### src/dual_timer_pkg.sv
// Shared constants, register map and carrier types for the dual timer
// and capture block. Assumes a single 10 MHz system clock domain.
`default_nettype none

package dual_timer_pkg;

  // Clock and instruction rate
  localparam int CLK_HZ        = 10_000_000;
  localparam int OSC_PER_INSTR = 4;
  localparam int INSTR_HZ      = CLK_HZ / OSC_PER_INSTR;
  localparam int INSTR_DIV     = CLK_HZ / INSTR_HZ;

  // Register indices; byte address is four times the index
  localparam logic [5:0] IDX_TIMER_A       = 6'h10;
  localparam logic [5:0] IDX_TIMER_B       = 6'h11;
  localparam logic [5:0] IDX_TIMER_C_LOW   = 6'h12;
  localparam logic [5:0] IDX_TIMER_C_HIGH  = 6'h13;
  localparam logic [5:0] IDX_PERIOD_A      = 6'h14;
  localparam logic [5:0] IDX_PERIOD_B      = 6'h15;
  localparam logic [5:0] IDX_CTL1          = 6'h16;
  localparam logic [5:0] IDX_CTL2          = 6'h17;
  localparam logic [5:0] IDX_CAP34_CTL     = 6'h18;
  localparam logic [5:0] IDX_IRQ_FLAGS     = 6'h19;
  localparam logic [5:0] IDX_PORT_DIR      = 6'h1a;
  localparam logic [5:0] IDX_CAP_BASE      = 6'h1b;

  // Reset values
  localparam logic [7:0] CTL1_RESET        = 8'h00;
  localparam logic [7:0] CTL2_RESET        = 8'h00;
  localparam logic [7:0] CAP34_RESET       = 8'h00;
  localparam logic [7:0] PERIOD_RESET      = 8'hff;
  localparam logic [7:0] PORT_DIR_RESET    = 8'hff;

  // Field positions
  localparam int IRQ_A_BIT    = 0;
  localparam int IRQ_B_BIT    = 1;
  localparam int IRQ_C_BIT    = 2;
  localparam int PWM1_DIR_BIT = 2;
  localparam int PWM2_DIR_BIT = 3;

  // Edge prescale terminal counts
  localparam logic [3:0] RISE4_LAST  = 4'h3;
  localparam logic [3:0] RISE16_LAST = 4'hf;

  typedef enum logic [1:0] {
    EDGE_FALL   = 2'b00,
    EDGE_RISE   = 2'b01,
    EDGE_RISE4  = 2'b10,
    EDGE_RISE16 = 2'b11
  } edge_mode_t;

  typedef struct packed {
    logic       read;
    logic       write;
    logic [7:0] address;
    logic [31:0] writedata;
    logic [3:0] byteenable;
  } avmm_req_t;

  typedef struct packed {
    logic [1:0] cap2_edge_mode;
    logic [1:0] cap1_edge_mode;
    logic       pair_16bit_sel;
    logic       timer_c_src_sel;
    logic       timer_b_src_sel;
    logic       timer_a_src_sel;
  } ctl1_t;

  typedef struct packed {
    logic cap2_ovf;
    logic cap1_ovf;
    logic pwm2_en;
    logic pwm1_en;
    logic cap_or_period_sel;
    logic timer_c_run;
    logic timer_b_run;
    logic timer_a_run;
  } ctl2_t;

  typedef struct packed {
    logic       unused;
    logic       cap4_ovf;
    logic       cap3_ovf;
    logic [1:0] cap4_edge_mode;
    logic [1:0] cap3_edge_mode;
    logic       pwm3_en;
  } cap34_t;

endpackage

`default_nettype wire

### src/capture_channel.sv
// One 16-bit capture channel with edge prescale and hold-until-read.
// Assumes the register bus reports byte reads as one-cycle strobes.
`default_nettype none

module capture_channel
  import dual_timer_pkg::*;
(
  // Clock and reset
  input  wire logic        clk,
  input  wire logic        rst,
  // Capture pin and mode
  input  wire logic        pin,
  input  wire logic [1:0]  edge_mode,
  input  wire logic        enable,
  input  wire logic [15:0] time_base,
  // Software access
  input  wire logic        rd_low,
  input  wire logic        rd_high,
  input  wire logic        wr_low,
  input  wire logic        wr_high,
  input  wire logic [7:0]  wdata,
  // Captured value and status
  output logic [15:0]      value,
  output logic             ovf
);

  logic       rise;
  logic       fall;
  logic [3:0] rise_count;
  logic       full;
  logic       low_seen;
  logic       high_seen;
  logic       event_hit;
  logic       release_now;

  pin_edge_sync u_sync
  (
    .clk  (clk),
    .rst  (rst),
    .pin  (pin),
    .rise (rise),
    .fall (fall)
  );

  always_ff @(posedge clk or posedge rst)
  begin
    if (rst)
      rise_count <= 4'h0;
    else if (rise)
      rise_count <= rise_count + 4'h1;
  end

  always_comb
  begin
    unique case (edge_mode_t'(edge_mode))
      EDGE_FALL:   event_hit = fall;
      EDGE_RISE:   event_hit = rise;
      EDGE_RISE4:  event_hit = rise && (rise_count[1:0] == RISE4_LAST[1:0]);
      EDGE_RISE16: event_hit = rise && (rise_count == RISE16_LAST);
    endcase
  end

  // Both bytes must have been read before the hold is released
  assign release_now = full && (rd_low || rd_high)
                       && (rd_low || low_seen) && (rd_high || high_seen);

  always_ff @(posedge clk or posedge rst)
  begin
    if (rst)
    begin
      full      <= 1'b0;
      ovf       <= 1'b0;
      low_seen  <= 1'b0;
      high_seen <= 1'b0;
    end
    else if (!enable)
    begin
      full      <= 1'b0;
      ovf       <= 1'b0;
      low_seen  <= 1'b0;
      high_seen <= 1'b0;
    end
    else if (event_hit && full && !release_now)
    begin
      ovf       <= 1'b1;
      low_seen  <= low_seen | rd_low;
      high_seen <= high_seen | rd_high;
    end
    else if (event_hit)
    begin
      full      <= 1'b1;
      ovf       <= 1'b0;
      low_seen  <= 1'b0;
      high_seen <= 1'b0;
    end
    else if (release_now)
    begin
      full      <= 1'b0;
      ovf       <= 1'b0;
      low_seen  <= 1'b0;
      high_seen <= 1'b0;
    end
    else
    begin
      low_seen  <= low_seen | (full & rd_low);
      high_seen <= high_seen | (full & rd_high);
    end
  end

  // Value loads only when not holding an unread capture
  always_ff @(posedge clk or posedge rst)
  begin
    if (rst)
      value <= 16'h0000;
    else if (enable && event_hit && (!full || release_now))
      value <= time_base;
    else if (!enable && wr_low)
      value[7:0] <= wdata;
    else if (!enable && wr_high)
      value[15:8] <= wdata;
  end

endmodule

`default_nettype wire

### src/dual_timer_capture_control.sv
// Two 8-bit period timers, a 16-bit capture time base, four captures
// and PWM pin direction takeover, behind an Avalon-MM slave.
// Assumes all pins are sampled into the single clk domain.
`default_nettype none

// Summary of operation
// Two independent 8-bit timers with periods and flags
// Timers count instruction clock or external falling edge
// timer_c is 16-bit, internal or external clocked
// timer_c value loads all four capture pairs
// Mode bit picks period or first capture
// PWMs use timer_a/b, captures use timer_c
// Edge mode: fall, rise, fourth, sixteenth rise
// Capture edge fields at control-one bits 7-4
// Pair select joins timer_b and timer_a
// Source bits choose external pin or internal
// Overflow flag on capture before pair read
// Held pair keeps oldest value until read
// PWM enable overrides pin direction bit
// timer_c run bit starts and stops it
// Software keeps timer_b run set when paired
// timer_a run gates paired or single timer
// 8-bit timers wrap after period, set flag
// Paired timer wraps after 16-bit period, flags
// timer_c rolling to zero sets its flag
// Stopped timers neither count nor set flags
// External pins synchronised before edge detection
// Without period timer_c wraps FFFFh to zero
module dual_timer_capture_control
  import dual_timer_pkg::*;
(
  // Clock and reset
  input  wire logic                   clk,
  input  wire logic                   rst,
  // Avalon-MM slave
  input  wire dual_timer_pkg::avmm_req_t avs_req,
  output logic [31:0]                 avs_readdata,
  output logic                        avs_waitrequest,
  // External count and capture pins
  input  wire logic                   ext_clk_ab,
  input  wire logic                   ext_clk_c,
  input  wire logic [3:0]             cap_pin,
  // PWM pins; duty is generated elsewhere from the timer values
  input  wire logic                   pwm1_level,
  input  wire logic                   pwm2_level,
  input  wire logic [1:0]             port_pin_data,
  output logic                        pwm_out_one_pin_o,
  output logic                        pwm_out_one_pin_oe_n,
  output logic                        pwm_out_two_pin_o,
  output logic                        pwm_out_two_pin_oe_n,
  // Time bases and flags
  output logic [7:0]                  timer_a_value,
  output logic [7:0]                  timer_b_value,
  output logic [15:0]                 timer_c_value,
  output logic                        timer_a_irq_flag,
  output logic                        timer_b_irq_flag,
  output logic                        timer_c_irq_flag
);

  ctl1_t       ctl1;
  ctl2_t       ctl2;
  cap34_t      cap34;
  logic [7:0]  timer_a;
  logic [7:0]  timer_b;
  logic [15:0] timer_c;
  logic [7:0]  period_a;
  logic [7:0]  period_b;
  logic [7:0]  port_direction_reg;
  logic [1:0]  div_count;
  logic        instr_tick;
  logic        ab_fall;
  logic        c_fall;
  logic        inc_a;
  logic        inc_b;
  logic        inc_c;
  logic        rd_ack;
  logic        rd_fire;
  logic        wr_fire;
  logic [5:0]  idx;
  logic [7:0]  wbyte;
  logic [15:0] cap_value [4];
  logic [3:0]  cap_ovf;
  logic [3:0]  cap_enable;
  logic [1:0]  cap_mode [4];
  logic [7:0]  next_readdata;

  // Bus decode: writes take effect at once, reads wait one cycle
  assign idx     = avs_req.address[7:2];
  assign wbyte   = avs_req.writedata[7:0];
  assign wr_fire = avs_req.write && avs_req.byteenable[0];
  assign rd_fire = avs_req.read && rd_ack;
  assign avs_waitrequest = avs_req.read && !rd_ack;

  always_ff @(posedge clk or posedge rst)
  begin
    if (rst)
      rd_ack <= 1'b0;
    else
      rd_ack <= avs_req.read && !rd_ack;
  end

  always_ff @(posedge clk or posedge rst)
  begin
    if (rst)
      avs_readdata <= 32'h0000_0000;
    else if (avs_req.read && !rd_ack)
      avs_readdata <= {24'h00_0000, next_readdata};
  end

  // Instruction clock is one clk in four
  always_ff @(posedge clk or posedge rst)
  begin
    if (rst)
      div_count <= 2'h0;
    else if (div_count == 2'(INSTR_DIV - 1))
      div_count <= 2'h0;
    else
      div_count <= div_count + 2'h1;
  end

  assign instr_tick = (div_count == 2'(INSTR_DIV - 1));

  pin_edge_sync u_sync_ab
  (
    .clk  (clk),
    .rst  (rst),
    .pin  (ext_clk_ab),
    .rise (),
    .fall (ab_fall)
  );

  pin_edge_sync u_sync_c
  (
    .clk  (clk),
    .rst  (rst),
    .pin  (ext_clk_c),
    .rise (),
    .fall (c_fall)
  );

  // Paired mode takes both halves from the timer_a source select
  assign inc_a = ctl1.timer_a_src_sel ? ab_fall : instr_tick;
  assign inc_b = (ctl1.timer_b_src_sel ? ab_fall : instr_tick)
                 && !ctl1.pair_16bit_sel;
  assign inc_c = ctl1.timer_c_src_sel ? c_fall : instr_tick;

  // Control and setup registers
  always_ff @(posedge clk or posedge rst)
  begin
    if (rst)
    begin
      ctl1               <= ctl1_t'(CTL1_RESET);
      ctl2               <= ctl2_t'(CTL2_RESET);
      cap34              <= cap34_t'(CAP34_RESET);
      period_a           <= PERIOD_RESET;
      period_b           <= PERIOD_RESET;
      port_direction_reg <= PORT_DIR_RESET;
    end
    else if (wr_fire)
    begin
      unique case (idx)
        IDX_CTL1:     ctl1 <= ctl1_t'(wbyte);
        IDX_CTL2:     ctl2[5:0] <= wbyte[5:0];
        IDX_CAP34_CTL: cap34[4:0] <= wbyte[4:0];
        IDX_PERIOD_A: period_a <= wbyte;
        IDX_PERIOD_B: period_b <= wbyte;
        IDX_PORT_DIR: port_direction_reg <= wbyte;
        default:      ctl2[5:0] <= ctl2[5:0];
      endcase
    end
  end

  // timer_a and timer_b, separate or joined
  always_ff @(posedge clk or posedge rst)
  begin
    if (rst)
    begin
      timer_a <= 8'h00;
      timer_b <= 8'h00;
    end
    else if (wr_fire && idx == IDX_TIMER_A)
      timer_a <= wbyte;
    else if (wr_fire && idx == IDX_TIMER_B)
      timer_b <= wbyte;
    else if (ctl1.pair_16bit_sel)
    begin
      if (ctl2.timer_a_run && inc_a)
      begin
        if ({timer_b, timer_a} == {period_b, period_a})
        begin
          timer_a <= 8'h00;
          timer_b <= 8'h00;
        end
        else
        begin
          timer_a <= timer_a + 8'h01;
          if (timer_a == 8'hff && ctl2.timer_b_run)
            timer_b <= timer_b + 8'h01;
        end
      end
    end
    else
    begin
      if (ctl2.timer_a_run && inc_a)
        timer_a <= (timer_a == period_a) ? 8'h00 : timer_a + 8'h01;
      if (ctl2.timer_b_run && inc_b)
        timer_b <= (timer_b == period_b) ? 8'h00 : timer_b + 8'h01;
    end
  end

  // timer_c with optional period
  always_ff @(posedge clk or posedge rst)
  begin
    if (rst)
      timer_c <= 16'h0000;
    else if (wr_fire && idx == IDX_TIMER_C_LOW)
      timer_c[7:0] <= wbyte;
    else if (wr_fire && idx == IDX_TIMER_C_HIGH)
      timer_c[15:8] <= wbyte;
    else if (ctl2.timer_c_run && inc_c)
    begin
      if (!ctl2.cap_or_period_sel && timer_c == cap_value[0])
        timer_c <= 16'h0000;
      else
        timer_c <= timer_c + 16'h0001;
    end
  end

  // Flags: hardware set wins over write-one-to-clear
  always_ff @(posedge clk or posedge rst)
  begin
    if (rst)
    begin
      timer_a_irq_flag <= 1'b0;
      timer_b_irq_flag <= 1'b0;
      timer_c_irq_flag <= 1'b0;
    end
    else
    begin
      if (ctl2.timer_a_run && inc_a && (ctl1.pair_16bit_sel
          ? {timer_b, timer_a} == {period_b, period_a}
          : timer_a == period_a))
        timer_a_irq_flag <= 1'b1;
      else if (wr_fire && idx == IDX_IRQ_FLAGS && wbyte[IRQ_A_BIT])
        timer_a_irq_flag <= 1'b0;
      if (ctl2.timer_b_run && inc_b && timer_b == period_b)
        timer_b_irq_flag <= 1'b1;
      else if (wr_fire && idx == IDX_IRQ_FLAGS && wbyte[IRQ_B_BIT])
        timer_b_irq_flag <= 1'b0;
      if (ctl2.timer_c_run && inc_c && ((!ctl2.cap_or_period_sel
          && timer_c == cap_value[0]) || timer_c == 16'hffff))
        timer_c_irq_flag <= 1'b1;
      else if (wr_fire && idx == IDX_IRQ_FLAGS && wbyte[IRQ_C_BIT])
        timer_c_irq_flag <= 1'b0;
    end
  end

  // Four captures on the timer_c time base
  assign cap_enable  = {3'b111, ctl2.cap_or_period_sel};
  assign cap_mode[0] = ctl1.cap1_edge_mode;
  assign cap_mode[1] = ctl1.cap2_edge_mode;
  assign cap_mode[2] = cap34.cap3_edge_mode;
  assign cap_mode[3] = cap34.cap4_edge_mode;

  generate
    for (genvar i = 0; i < 4; i++)
    begin : g_cap
      localparam logic [5:0] LOW_IDX  = IDX_CAP_BASE + 6'(2 * i);
      localparam logic [5:0] HIGH_IDX = IDX_CAP_BASE + 6'(2 * i + 1);

      capture_channel u_cap
      (
        .clk       (clk),
        .rst       (rst),
        .pin       (cap_pin[i]),
        .edge_mode (cap_mode[i]),
        .enable    (cap_enable[i]),
        .time_base (timer_c),
        .rd_low    (rd_fire && idx == LOW_IDX),
        .rd_high   (rd_fire && idx == HIGH_IDX),
        .wr_low    (wr_fire && idx == LOW_IDX && i == 0),
        .wr_high   (wr_fire && idx == HIGH_IDX && i == 0),
        .wdata     (wbyte),
        .value     (cap_value[i]),
        .ovf       (cap_ovf[i])
      );
    end
  endgenerate

  // Status view of overflow bits is read-only
  always_comb
  begin
    next_readdata = 8'h00;
    unique case (idx)
      IDX_TIMER_A:      next_readdata = timer_a;
      IDX_TIMER_B:      next_readdata = timer_b;
      IDX_TIMER_C_LOW:  next_readdata = timer_c[7:0];
      IDX_TIMER_C_HIGH: next_readdata = timer_c[15:8];
      IDX_PERIOD_A:     next_readdata = period_a;
      IDX_PERIOD_B:     next_readdata = period_b;
      IDX_CTL1:         next_readdata = ctl1;
      IDX_CTL2:         next_readdata = {cap_ovf[1], cap_ovf[0],
                                         ctl2[5:0]};
      IDX_CAP34_CTL:    next_readdata = {1'b0, cap_ovf[3], cap_ovf[2],
                                         cap34[4:0]};
      IDX_IRQ_FLAGS:    next_readdata = {5'h00, timer_c_irq_flag,
                                         timer_b_irq_flag, timer_a_irq_flag};
      IDX_PORT_DIR:     next_readdata = port_direction_reg;
      default:
      begin
        for (int k = 0; k < 4; k++)
        begin
          if (idx == IDX_CAP_BASE + 6'(2 * k))
            next_readdata = cap_value[k][7:0];
          if (idx == IDX_CAP_BASE + 6'(2 * k + 1))
            next_readdata = cap_value[k][15:8];
        end
      end
    endcase
  end

  // Unused struct bits kept at zero in storage view
  assign timer_a_value = timer_a;
  assign timer_b_value = timer_b;
  assign timer_c_value = timer_c;

  // Direction bit high means input; enable overrides it
  assign pwm_out_one_pin_oe_n = ctl2.pwm1_en ? 1'b0
                                : port_direction_reg[PWM1_DIR_BIT];
  assign pwm_out_two_pin_oe_n = ctl2.pwm2_en ? 1'b0
                                : port_direction_reg[PWM2_DIR_BIT];
  assign pwm_out_one_pin_o = ctl2.pwm1_en ? pwm1_level : port_pin_data[0];
  assign pwm_out_two_pin_o = ctl2.pwm2_en ? pwm2_level : port_pin_data[1];

endmodule

`default_nettype wire

### src/pin_edge_sync.sv
// Two-flop synchroniser with rise and fall pulse detection.
// Assumes the pin may change at any time relative to clk.
`default_nettype none

module pin_edge_sync
(
  // Clock and reset
  input  wire logic clk,
  input  wire logic rst,
  // Pin and edge pulses
  input  wire logic pin,
  output logic      rise,
  output logic      fall
);

  logic meta;
  logic stable;
  logic last;

  // First flop feeds only the second, so no edge logic sees metastability
  always_ff @(posedge clk or posedge rst)
  begin
    if (rst)
    begin
      // Idle-high reset avoids a false edge at release
      meta   <= 1'b1;
      stable <= 1'b1;
      last   <= 1'b1;
    end
    else
    begin
      meta   <= pin;
      stable <= meta;
      last   <= stable;
    end
  end

  assign rise = stable & ~last;
  assign fall = ~stable & last;

endmodule

`default_nettype wire

### config.mk
export PLATFORM = sky130hd
export DESIGN_NAME = dual_timer_capture_control
export DESIGN_NICKNAME = d
export VERILOG_FILES = /design/src/dual_timer_pkg.sv /design/src/capture_channel.sv /design/src/dual_timer_capture_control.sv /design/src/pin_edge_sync.sv
export SDC_FILE = /design/constraint.sdc
export NUM_CORES = 1
export LEC_CHECK = 0
export BUFFER_PORTS_ARGS = -buffer_cell sky130_fd_sc_hd__buf_2
export CORE_MARGIN = 5
export CORE_UTILIZATION = 40
export DETAILED_ROUTE_END_ITERATION = 16
export PLACE_DENSITY = 0.66
export SETUP_SLACK_MARGIN = 0.4
export SYNTH_ARGS = -nofsm -noshare
export SYNTH_HDL_FRONTEND = slang
export SYNTH_HIERARCHICAL = 1
export SYNTH_SLANG_ARGS = --single-unit
### constraint.sdc
create_clock -name clk -period 3.3 [get_ports clk]
set_input_delay 0.165 -clock clk [delete_from_list [all_inputs] [get_ports clk]]
set_output_delay 0.165 -clock clk [all_outputs]
set_load 0.005 [all_outputs]
-- Word-level counts from Yosys, hierarchy flattened
Cells that the tools add are included.
- add/sub/neg operators: 8
- bitwise operators: 49
- mux-type cells: 96
- reduce and logical (&&, ||, !) cells: 127
- equality and inequality tests: 54
- operators by type and width (cell ; count):
    8-bit 2-to-1 mux ; 28
    6-bit by 5-bit equality test with 1-bit output, second input constant ; 16
    8-bit case mux with 11 select lines ; 1
    1-bit logical AND ; 65
    1-bit 2-to-1 mux ; 59
    16-bit 2-to-1 mux ; 3
    16-bit equality test ; 2
    2-bit AND reduction ; 14
    2-bit equality test, second input constant ; 13
    2-bit nonzero test ; 11
    1-bit AND ; 18
    6-bit equality test, second input constant ; 3
    1-bit logical OR ; 17
    16-bit by 1-bit adder with 16-bit output, second input constant ; 1
    4-bit by 1-bit adder with 4-bit output, second input constant ; 4
    8-bit by 1-bit adder with 8-bit output, second input constant ; 2
    16-bit equality test, second input constant ; 1
    4-bit equality test, second input constant ; 4
    8-bit equality test ; 2
    1-bit bitwise OR ; 16
    1-bit case mux with 4 select lines ; 4
    1-bit NOT ; 15
    3-bit nonzero test ; 4
    1-bit logical NOT ; 11
    other kinds (10) ; 20
- bits in registers: 203
- word-level logic and storage cells: 405
- input port bits: 58
- output and inout bits: 72

-- Longest topological paths before layout
Gate-level depths: netlist of the first run.
- depth after elaboration: 10
- depth in mapped cells: 10
- depth with buffers taken out: 8

-- Hierarchy
Netlist of the first run, hierarchy kept.
- modules (own cells, without submodules) (module ; instances ; cells each ; seq. area each (sq um) ; area each (sq um)):
    dual_timer_capture_control ; 1 ; 717 ; 2257.2 ; 6453.7
    capture_channel ; 4 ; 92 ; 600.6 ; 1223.7
    pin_edge_sync ; 6 ; 6 ; 78.8 ; 97.6

-- Least setup slack after synthesis of the first run
No wires, ideal clock.
- path type: input-to-reg
- from: input avs_req[41] (netlist name)
- to: register g_cap[2].u_cap.value[0]
- data required time: 3175 ps
- stages: 9
- buffers on the path: 3
- setup slack: 982 ps
- arrival time: 2193 ps
- setup time: 125 ps
- cells stage by stage: clkbuf_1 or4b_1 clkbuf_1 nor3_1 o21ai_0 nand3_1 nand3_4 buf_6 mux2_4
- cells in the longest elaborated chain, start to end: 8
- ends and longest elaborated chain (element ; RTL line ; RTL):
    start, declared ; dual_timer_capture_control.sv:36 ; input wire dual_timer_pkg::avmm_req_t avs_req,
    6-bit by 5-bit equality test with 1-bit output or 6-bit equality test (tied branches) ; dual_timer_capture_control.sv:279, dual_timer_capture_control.sv:280 ;
    1-bit logical AND, on equally long branches ; dual_timer_capture_control.sv:279, dual_timer_capture_control.sv:280 ;
    1-bit logical OR ; capture_channel.sv:64 ; assign release_now = full && (rd_low || rd_high)
    1-bit logical AND ; capture_channel.sv:64 ;
    1-bit logical AND ; capture_channel.sv:65 ; && (rd_low || low_seen) && (rd_high || high_seen);
    1-bit logical AND * ; capture_channel.sv:65 ;
    1-bit logical OR * ; capture_channel.sv:115 ; else if (enable && event_hit && (!full || release_now))
    1-bit logical AND * ; capture_channel.sv:115 ;
    end signal, assigned ; capture_channel.sv:116 ; value <= time_base;
    end signal, assigned ; capture_channel.sv:118 ; value[7:0] <= wdata;
    end, declared ; capture_channel.sv:23 ; output logic [15:0] value,
Mark *: on every way between the ends. The rest lies on a longest branch, timed or not.
A chain may end at the register's enable or synchronous reset.

-- Final worst setup path of the first run
- from: register u_sync_c.stable
- to: register timer_c[11] (netlist: timer_c_value[11])
- cells in the longest elaborated chain, start to end: 6
- ends and longest elaborated chain (element ; RTL line ; RTL):
    start, declared ; pin_edge_sync.sv:17 ; logic stable;
    start signal, assigned ; pin_edge_sync.sv:33 ; stable <= meta;
    1-bit NOT ; pin_edge_sync.sv:39 ; assign fall = ~stable & last;
    1-bit AND ; pin_edge_sync.sv:39 ;
    via c_fall ; dual_timer_capture_control.sv:72 ; logic c_fall;
    1-bit 2-to-1 mux ; dual_timer_capture_control.sv:145 ; assign inc_c = ctl1.timer_c_src_sel ? c_fall : instr_tick;
    1-bit logical AND ; dual_timer_capture_control.sv:220 ; else if (ctl2.timer_c_run && inc_c)
    2-bit nonzero test (no line) ; n/a ;
    2-bit AND reduction (no line) ; n/a ;
    end signal, assigned ; dual_timer_capture_control.sv:219 ; timer_c[15:8] <= wbyte;
    end signal, assigned ; dual_timer_capture_control.sv:225 ; timer_c <= timer_c + 16'h0001;
    end, declared ; dual_timer_capture_control.sv:65 ; logic [15:0] timer_c;
The timed path passes the listed nets, and every way through them passes these cells.

==> run metrics, run 1 <==
status finished, final reports clean; die height 183 µm; Clock Pin Slew Worst Setup and Hold Paths 0.06 ns; Leakage Power about 5.7 nW; final setup margin 0.844 ns; Worst Setup SP u_sync_c/stable$_DFF_PP1_; Worst setup EP type flop; Sequential Power Share 43.9%; Slew headroom 26.7%; CP top delay family compound AO/OA/AOI/OAI gates; CTS buffer count 24; antenna violations before repair 3; Iter 0 DRT Violations roughly 1200; CP most frequent cell a21oi_1; Arr. time, crit path 2.88 ns; FF-to-FF Start u_sync_c/stable$_DFF_PP1_; Hold Fails Final Rpt 0; final core occ 46.2%; DRC 0; power per cell area 556 nW/µm²; Worst path slowest cell a21oi_1; WHS 0.170 ns; synth warn 6; Mapped Avg Cell Area 10.7 µm²; final period utilization roughly three quarters; Worst Tran Pin Value 1.10 ns; Clk pwr share 35.9%; Layout Cells excl Fill between 1500 and 2000; area grow syn2layout 14.5%; DR WL/cell 23.2 µm; hold path startpoint avs_req[9]; first-pass GRT wire length around 58000 µm; Pint 0.00535 W; Clock Skew ~0.015 ns; Final setup viols 0; Hold WC Path Type in2reg; Fill cells between 2000 and 3000; dpl hpwl 26300 µm; Die ar. 33400 µm²; setup bufs post-CTS 0; GP Congestion roughly 0.96; vias per inst approximately 6; largest net degree at the start of global routing 65; row count 63; dpl ws 0.523 ns; gr usage total 22.1%; cells after synthesis between 1000 and 1500; vias between 9000 and 10000; max reg flops 64; Peak VDD IR 379 µV; worst-path fanout max 13; crit-path cells and2b_2 > mux2i_1 > nor2b_1 > a21oi_1 > a21oi_1 > nor3b_1 > a211oi_1; commonest non-fill, non-tap cell in the layout dfrtp_1; Placed Cells 1572; maximum buffer depth of the clock tree 3; CTS tree built; WS Path Type reg2reg; Pre-antenna DRT Iters 5; fin crit period roughly 2.5 ns; RSZ-0062 raised after global routing no; buffers added on ports 76; Post-DRT Antenna Nets 0; drt total wl 37800 µm; IO Count 130; Net Sw Power 0.00224 W; combinational share of power approximately 20%; vias in the first global route roughly 9400; delay of the slowest critical-path stage 0.84 ns; most frequent cells in the layout dfrtp_1, mux2_2, buf_2; Core ar. 29600 µm²; Clock Latency Late Sink around 0.52 ns; max-slew violation count 0; grt ovf 0; fin nets 1281; Buf+Inv Stages, Crit Path 0; starting density of the core 40.3%; Sink Count 203; Post-Syn Area between 10000 and 15000 µm²; startpoint type of the worst setup path flop; Biggest register g_cap.u_cap/value; share of layout cells above drive strength 1 32.8%; # hold bufs at CTS 7; clock root cell clkbuf_16; CTS H-tree lvls 1; Max Clock Freq 407 MHz; WP data required 3.73 ns; Post-CTS Resized 0; Max-cap violations 0; die width 183 µm; switch share roughly 30%; Setup TNS Final 0 ns
-- layout make-up --
type | instances | area (µm²) | share of cell area (%)
multi-input cells | 832 | 6320 | 46.3
inverters | 31 | 118 | 0.862
clock inverters | 5 | 50.0 | 0.367
well taps | 390 | 488 | 3.57
flip-flops and latches | 203 | 5130 | 37.6
repair buffers | 123 | 763 | 5.59
clock buffers | 39 | 768 | 5.63
diodes | 4 | 10.0 | 0.0733
-- power groups by stage --
stage / logic (W) / registers, W / clock network, W
floorplan: 0.00107 / 0.00324 / 0
global placement: 0.00147 / 0.00335 / 0
detailed placement: 0.00151 / 0.00336 / 0
CTS: 0.00152 / 0.00333 / 0.00277
global route: 0.00167 / 0.00338 / 0.00286
finish: 0.00153 / 0.00334 / 0.00273
-- metrics by stage --
stage / instance area, µm² / power [W]
global placement: 12800 / 0.00482
finish: 13700 / 0.00759
CTS: 13600 / 0.00762
global route: 13600 / 0.00791
detailed placement: 12800 / 0.00487
floorplan: 12000 / 0.00431
-- layer usage --
layer	share of wire [%]	vias to the layer above	track usage [%]
met4	5.2	0	10.7
met2	46	487	34.7
met3	8.0	118	3.89
met5	0	-	0
met1	41	4868	29.6
li1	-	4284	-
-- final timing paths --
kind                                                          end  cells after the start  slack, ns
max in group asynchronous     g_cap[2].u_cap/value[2]$_DFFE_PP0P_                      3       1.97
min in group asynchronous                 cap_mode[4]$_DFFE_PP0P_                      3       0.39
setup / recovery                    timer_c_value[11]$_DFFE_PP0P_                      7       0.84
hold / removal                       timer_c_value[5]$_DFFE_PP0P_                      3       0.17
hold reg to reg            g_cap[0].u_cap/u_sync/stable$_DFF_PP1_                      0       0.36
setup reg to reg                    timer_c_value[11]$_DFFE_PP0P_                      7       0.84
-- tightest hold or removal path, delay by kind of cell --
kind,cells,cell delay (ns)
AOI/OAI and AO/OA,1,0.05
buffers and inverters,1,0.27
and+or+nand+nor,1,0.16
No activity file was read; power rests on OpenSTA's default activity.
==> inputs of run 2 (changes only) <==
--- a/config.mk
+++ b/config.mk
@@ -5,6 +5,7 @@
 export SDC_FILE = /design/constraint.sdc
 export NUM_CORES = 1
 export LEC_CHECK = 0
+export ABC_AREA = 1
 export BUFFER_PORTS_ARGS = -buffer_cell sky130_fd_sc_hd__buf_2
 export CORE_MARGIN = 5
 export CORE_UTILIZATION = 40
==> constraint.sdc (replaced) <==
create_clock -name clk -period 2.35 [get_ports clk]
set_input_delay 0.1175 -clock clk [delete_from_list [all_inputs] [get_ports clk]]
set_output_delay 0.1175 -clock clk [all_outputs]
set_load 0.005 [all_outputs]
==> run metrics, run 2 <==
Worst setup EP type flop; placed instance area 13300 µm² (+4.4%); Clock Pin Slew Worst Setup and Hold Paths 0.06 ns (about the same); register area 5140 µm² (+0.15%); delay of the slowest critical-path stage 0.51 ns (-0.33 ns); Sequential Power Share 42.4% (-1.5 points); cells after synthesis 1732 (+55%); dpl hpwl 29700 µm (+13%); gr usage total 23.5% (+1.4 points); drt total wl 41100 µm (+8.8%); row count 64 (+1.6%); CTS H-tree lvls 1 (unchanged); Ant. Diodes 0 (-4); WP data required 2.73 ns (-1.00 ns); share of layout cells above drive strength 1 17.5% (-15 points); Fill cells 3035 (+9.5%); Leakage Power 7.30 nW (+29%); most frequent cells in the layout nand2_1, inv_1, dfrtp_1; Crit path depth 11 (+4); WS Path Type reg2reg; buffers added on ports 76 (unchanged); grt ovf 0 (unchanged); GP Congestion 0.955 (-0.10%); Layout Cells excl Fill 2303 (+42%); Peak VDD IR 471 µV (+24%); CP top delay family simple AND/OR/NAND/NOR gates; RSZ-0062 raised after global routing yes; Die ar. 34100 µm² (+2.3%); switch share 36.4% (+6.8 points); area grow syn2layout 18.0%; starting density of the core 40.3% (-0.076 points); power per cell area 815 nW/µm² (+47%); final instance area 14400 µm² (+5.6%); Mapped Avg Cell Area 7.05 µm² (-34%); Max-cap violations 0 (unchanged); final core occ 47.5% (+1.3 points); vias 12054 (+24%); Arr. time, crit path 2.21 ns (-0.67 ns); fin nets 1955 (+53%); fin crit period 1.84 ns (-0.620 ns); max-slew violation count 0 (unchanged); Setup TNS Final 0 ns (unchanged); antenna violations before repair 0 (-3); combinational share of power 27.5% (+7.4 points); Hold WC Path Type in2reg; die width 185 µm (+1.2%); Hold Fails Final Rpt 0 (unchanged); Clock Skew 0.0161 ns (+0.00161 ns); vias in the first global route 11218 (+19%); Biggest register g_cap.u_cap/value; Post-Syn Area 12200 µm² (+2.5%); Worst path slowest cell dfstp_2; Worst Tran Pin Value 0.585 ns (-0.513 ns); max reg flops 64 (unchanged); startpoint type of the worst setup path flop; largest net degree at the start of global routing 72 (+11%); DRC 0 (unchanged); Slew headroom 60.9% (+34 points); Final setup viols 0 (unchanged); status finished, final reports clean; Multi-input gate area 6410 µm² (+1.4%); synth warn 6 (unchanged); Buf+Inv Stages, Crit Path 2 (+2); vias per inst 5.23 (-13%); worst-path fanout max 12 (-1); crit-path cells inv_1 > nor2_1 > nor2_1 > nor3_2 > buf_4 > nand2_1 > nand2_4 > nand3_1 > xor2_1 > nand2_1 > o21ai_0; final setup margin 0.513 ns (-0.330 ns); Pint 0.00748 W (+40%); Iter 0 DRT Violations 1145 (-0.61%); Clk pwr share 30.1% (-5.8 points); Clock Latency Late Sink 0.52 ns (about the same); die height 185 µm (+1.2%); clock root cell clkbuf_16; CTS buffer count 24 (unchanged); Net Sw Power 0.00427 W (+91%); Sink Count 203 (unchanged); Post-DRT Antenna Nets 0 (unchanged); DR WL/cell 17.8 µm (-23%); dpl ws 0.163 ns (-0.360 ns); first-pass GRT wire length 63000 µm (+9.3%); Max Clock Freq 544 MHz (+34%); Pre-antenna DRT Iters 7 (+2); Core ar. 30300 µm² (+2.7%); Placed Cells 2244 (+43%); R2R cell count 11 (+4); Hold Path Depth 3 (unchanged); CTS tree built; maximum buffer depth of the clock tree 3 (unchanged); commonest non-fill, non-tap cell in the layout nand2_1; final period utilization 78.2% (+3.7 points); IO Count 130 (unchanged)
[run 2: changes by cell type in the layout (fill, tap and decap cells not counted), moves of 22 or more]
cell	previous run	this run
o21ai_0	41	83
nand2_1	68	682
nand4_1	15	74
nand2_2	0	22
or2b_1	28	0
o221a_2	33	0
nor2_1	63	149
xnor2_1	39	12
nand3_1	30	73
inv_1	30	160
mux2_2	113	1
[run 2: what timing repair did]
| action | in CTS | in global routing |
|---|---|---|
| pin swaps | 0 | 8 |
| resized for setup | 5 | 51 |
| setup buffers | 0 | 4 |
| cloned | 0 | 3 |
| hold endpoints to repair | 117 | 0 |
| hold buffers | 8 | 0 |
| endpoints found under the setup margin | 33 | 104 |
[run 2: path summary, 6_finish.rpt]
path	to	start	slack [ns]
hold / removal	timer_a_value[4]$_DFFE_PP0P_	avs_req[8]	0.05
setup reg to reg	timer_a_value[6]$_DFFE_PP0P_	u_sync_ab/last$_DFF_PP1_	0.51
setup / recovery	timer_a_value[6]$_DFFE_PP0P_	u_sync_ab/last$_DFF_PP1_	0.51
min in group asynchronous	g_cap[3].u_cap/rise_count[0]$_DFFE_PP0P_	rst	0.21
hold reg to reg	g_cap[0].u_cap/u_sync/stable$_DFF_PP1_	g_cap[0].u_cap/u_sync/meta$_DFF_PP1_	0.35
max in group asynchronous	period_a[4]$_DFFE_PP1P_	rst	1.23
[run 2: per-stage QoR]
stage                     hold WS, ns  total power [W]
after CTS                      0.0295           0.0116
after global routing           0.0673           0.0124
after global placement          0.219          0.00799
after detailed placement        0.219          0.00804
after floorplan                0.0508          0.00669
final                          0.0519           0.0118
[run 2: power groups by stage]
stage / clock, W / combinational, W / sequential [W]
after detailed placement: 0 / 0.00304 / 0.00499
after CTS: 0.00362 / 0.00307 / 0.00495
after floorplan: 0 / 0.00187 / 0.00482
final: 0.00354 / 0.00323 / 0.00499
after global routing: 0.00377 / 0.00357 / 0.00505
after global placement: 0 / 0.00300 / 0.00499
[run 2: metal layers]
layer	wire length, µm	global-route usage (%)	vias up	part of all wire [%]
met5	0	0	-	0
met4	1740	9.42	0	4.2
met3	3100	2.70	111	7.5
met2	19100	38.4	533	46
met1	17200	32.0	5619	42
li1	-	-	5791	-
[run 2: cell type report]
| cell class | count | share of cell area (%) |
|---|---|---|
| Tap cell | 396 | 3.44 |
| Multi-Input combinational cell | 1337 | 44.5 |
| Inverter | 178 | 4.70 |
| Clock buffer | 33 | 4.75 |
| Timing Repair Buffer | 145 | 6.56 |
| Sequential cell | 203 | 35.6 |
| Clock inverter | 11 | 0.443 |
[run 2: worst reg2reg max path, delay by kind of cell, from the launching register on]
| kind | cells | cell delay [ns] |
|---|---|---|
| AO/OA/AOI/OAI | 1 | 0.08 |
| XOR/XNOR | 1 | 0.16 |
| buffers and inverters | 2 | 0.19 |
| flip-flops | 1 | 0.51 |
| AND/OR/NAND/NOR | 7 | 0.76 |
==> inputs of run 3 (changes only) <==
--- a/config.mk
+++ b/config.mk
@@ -5,12 +5,12 @@
 export SDC_FILE = /design/constraint.sdc
 export NUM_CORES = 1
 export LEC_CHECK = 0
-export ABC_AREA = 1
+export ABC_AREA = 0
 export BUFFER_PORTS_ARGS = -buffer_cell sky130_fd_sc_hd__buf_2
 export CORE_MARGIN = 5
 export CORE_UTILIZATION = 40
 export DETAILED_ROUTE_END_ITERATION = 16
-export PLACE_DENSITY = 0.66
+export PLACE_DENSITY = 0.68
 export SETUP_SLACK_MARGIN = 0.4
 export SYNTH_ARGS = -nofsm -noshare
 export SYNTH_HDL_FRONTEND = slang
==> constraint.sdc (replaced) <==
create_clock -name clk -period 1.6 [get_ports clk]
set_input_delay 0.08 -clock clk [delete_from_list [all_inputs] [get_ports clk]]
set_output_delay 0.08 -clock clk [all_outputs]
set_load 0.005 [all_outputs]
==> run metrics, run 3 (synthesis gave the netlist of run 1 again) <==
status finished, violations left; failing checks setup timing; Worst Setup EP timer_b_value[0]$_DFFE_PP0P_; R2R cell count 7 (-4); Worst path slowest cell dfstp_2; die width 183 µm (-1.2%); placed instance area 15400 µm² (+15%); Worst setup EP type flop; WHS 0.0616 ns (+0.00964 ns); CTS buffer count 26 (+8.3%); dpl ws -0.538 ns (-0.700 ns); Hold WC Path Type in2reg; Sink Count 203 (unchanged); largest net degree at the start of global routing 90 (+25%); Worst Tran Pin Value 0.576 ns (-0.00852 ns); Slew headroom 61.6% (+0.71 points); Core ar. 29600 µm² (-2.6%); grt ovf 0 (unchanged); crit-path cells and2b_2 > mux2i_2 > nor3b_2 > or3_4 > o22a_4 > buf_6 > o21a_1; dpl hpwl 30600 µm (+2.9%); CTS tree built; Iter 0 DRT Violations 1022 (-11%); delay of the slowest critical-path stage 0.52 ns (about the same); DR WL/cell 23.1 µm (+30%); Final setup viols 122 (+122); Hold Fails Final Rpt 0 (unchanged); Peak VDD IR 734 µV (+56%); Reg-to-Reg End timer_b_value[0]$_DFFE_PP0P_; fin nets 1603 (-18%); RSZ-0062 raised after global routing yes; clock root cell clkbuf_16; Max Clock Freq 484 MHz (-11%); vias in the first global route 11493 (+2.5%); max-slew violation count 0 (unchanged); Arr. time, crit path 2.50 ns (+0.29 ns); Biggest register g_cap.u_cap/value; DRC 0 (unchanged); vias 11409 (-5.4%); Clock Pin Slew Worst Setup and Hold Paths 0.06 ns (about the same); area grow syn2layout 56.0%; worst-path fanout max 8 (-4); Max-cap violations 0 (unchanged); Die ar. 33400 µm² (-2.3%); Setup TNS Final -29.76 ns (-29.76 ns); gr usage total 25.6% (+2.0 points); Worst Setup SP u_sync_ab/stable$_DFF_PP1_; Clock Skew 0.0150 ns (-0.00112 ns); final core occ 62.9% (+15 points); share of layout cells above drive strength 1 58.2% (+41 points); CTS H-tree lvls 1 (unchanged); startpoint type of the worst setup path flop; Post-DRT Antenna Nets 0 (unchanged); final setup margin -0.465 ns (-0.978 ns); Leakage Power 8.08 nW (+11%); GP Congestion 0.969 (+1.4%); IO Count 130 (unchanged); buffers added on ports 76 (unchanged); final instance area 18600 µm² (+29%); vias per inst 5.86 (+12%); first-pass GRT wire length 67100 µm (+6.5%); die height 183 µm (-1.2%); final period utilization 129% (+51 points); Pre-antenna DRT Iters 6 (-1); Ant. Diodes 0 (unchanged); max reg flops 64 (unchanged); fin crit period 2.06 ns (+0.228 ns); starting density of the core 40.3% (+0.076 points); commonest non-fill, non-tap cell in the layout buf_4; maximum buffer depth of the clock tree 3 (unchanged); WP data required 2.03 ns (-0.70 ns); row count 63 (-1.6%); antenna violations before repair 1 (+1); Clock Latency Late Sink 0.54 ns (+0.02 ns); drt total wl 45000 µm (+9.5%); most frequent cells in the layout buf_4, dfrtp_1, buf_6; r2r setup slk -0.46 ns (-0.98 ns); power per cell area 1010 nW/µm² (+24%); WS Path Type reg2reg; FF-to-FF Start u_sync_ab/stable$_DFF_PP1_
run 3: cell types whose count changed in the layout (fill, tap and decap cells not counted), sizes merged, moves of 27 or more:
| cell | change |
|---|---|
| nand2 | -645 |
| o221a | +33 |
| or2b | +28 |
| nand4 | -60 |
| xnor2 | +27 |
| o21ai | -48 |
| mux2 | +120 |
| nand3 | -45 |
| nor2 | -116 |
| buf | +295 |
| inv | -144 |
run 3: final cells by class:
cell class	count	area, µm²
fillers	2190	11000
multi-input cells	834	7870
clock buffers	37	742
well taps	390	488
flip-flops and latches	203	5160
clock inverters	11	166
repair buffers	441	4060
inverters	31	123
run 3: metal layers:
layer  up-vias  track usage (%)  share of wire [%]
met2       578             41.5                 48
met5         -                0                  0
met1      5691             32.6                 39
li1       4963                -                  -
met4         0             13.6                5.8
met3       177             4.46                7.0
run 3: how the worst min path moves through the flow:
stage | from | end | slack (ns) | depth (start not counted)
2_1_floorplan | rst | g_cap[0].u_cap/u_sync/last$_DFF_PP1_ | 0.01 | 1
5_1_grt | avs_req[7] | timer_c_value[3]$_DFFE_PP0P_ | 0.06 | 3
3_3_place_gp | rst | g_cap[1].u_cap/rise_count[0]$_DFFE_PP0P_ | 0.14 | 2
3_5_place_dp | rst | g_cap[1].u_cap/rise_count[0]$_DFFE_PP0P_ | 0.16 | 2
4_1_cts | avs_req[7] | timer_c_value[3]$_DFFE_PP0P_ | 0.03 | 3
6_report | avs_req[4] | timer_a_value[0]$_DFFE_PP0P_ | 0.06 | 3
run 3: repair_timing:
item / CTS / global route
pin swaps: 85 / 53
endpoints found under the hold margin: 186 / 0
setup buffers: 40 / 33
hold buffers: 8 / 0
cloned: 5 / 2
gates resized for setup: 240 / 108
setup endpoints to repair: 204 / 204
run 3: power breakdown:
part,internal [W],switching [W],leakage (nW),total [W]
combinational,0.00335,0.00248,5.25,0.00582
sequential,0.00602,0.000804,2.39,0.00683
clock,0.00386,0.00235,0.450,0.00621
run 3: metrics by stage:
| step | power (W) | instances |
|---|---|---|
| 5_1_grt | 0.0196 | 1947 |
| 6_report | 0.0189 | 1947 |
| 3_3_place_gp | 0.0112 | 1811 |
| 4_1_cts | 0.0183 | 1912 |
| 2_1_floorplan | 0.00928 | 1153 |
| 3_5_place_dp | 0.0113 | 1811 |
run 3: critical path: cells and delay by family (launching register included):
| kind | cells | cell delay, ns |
|---|---|---|
| DFF | 1 | 0.52 |
| AOI/OAI and AO/OA | 2 | 0.43 |
| and+or+nand+nor | 3 | 0.71 |
| buffers and inverters | 1 | 0.13 |
| muxes | 1 | 0.18 |
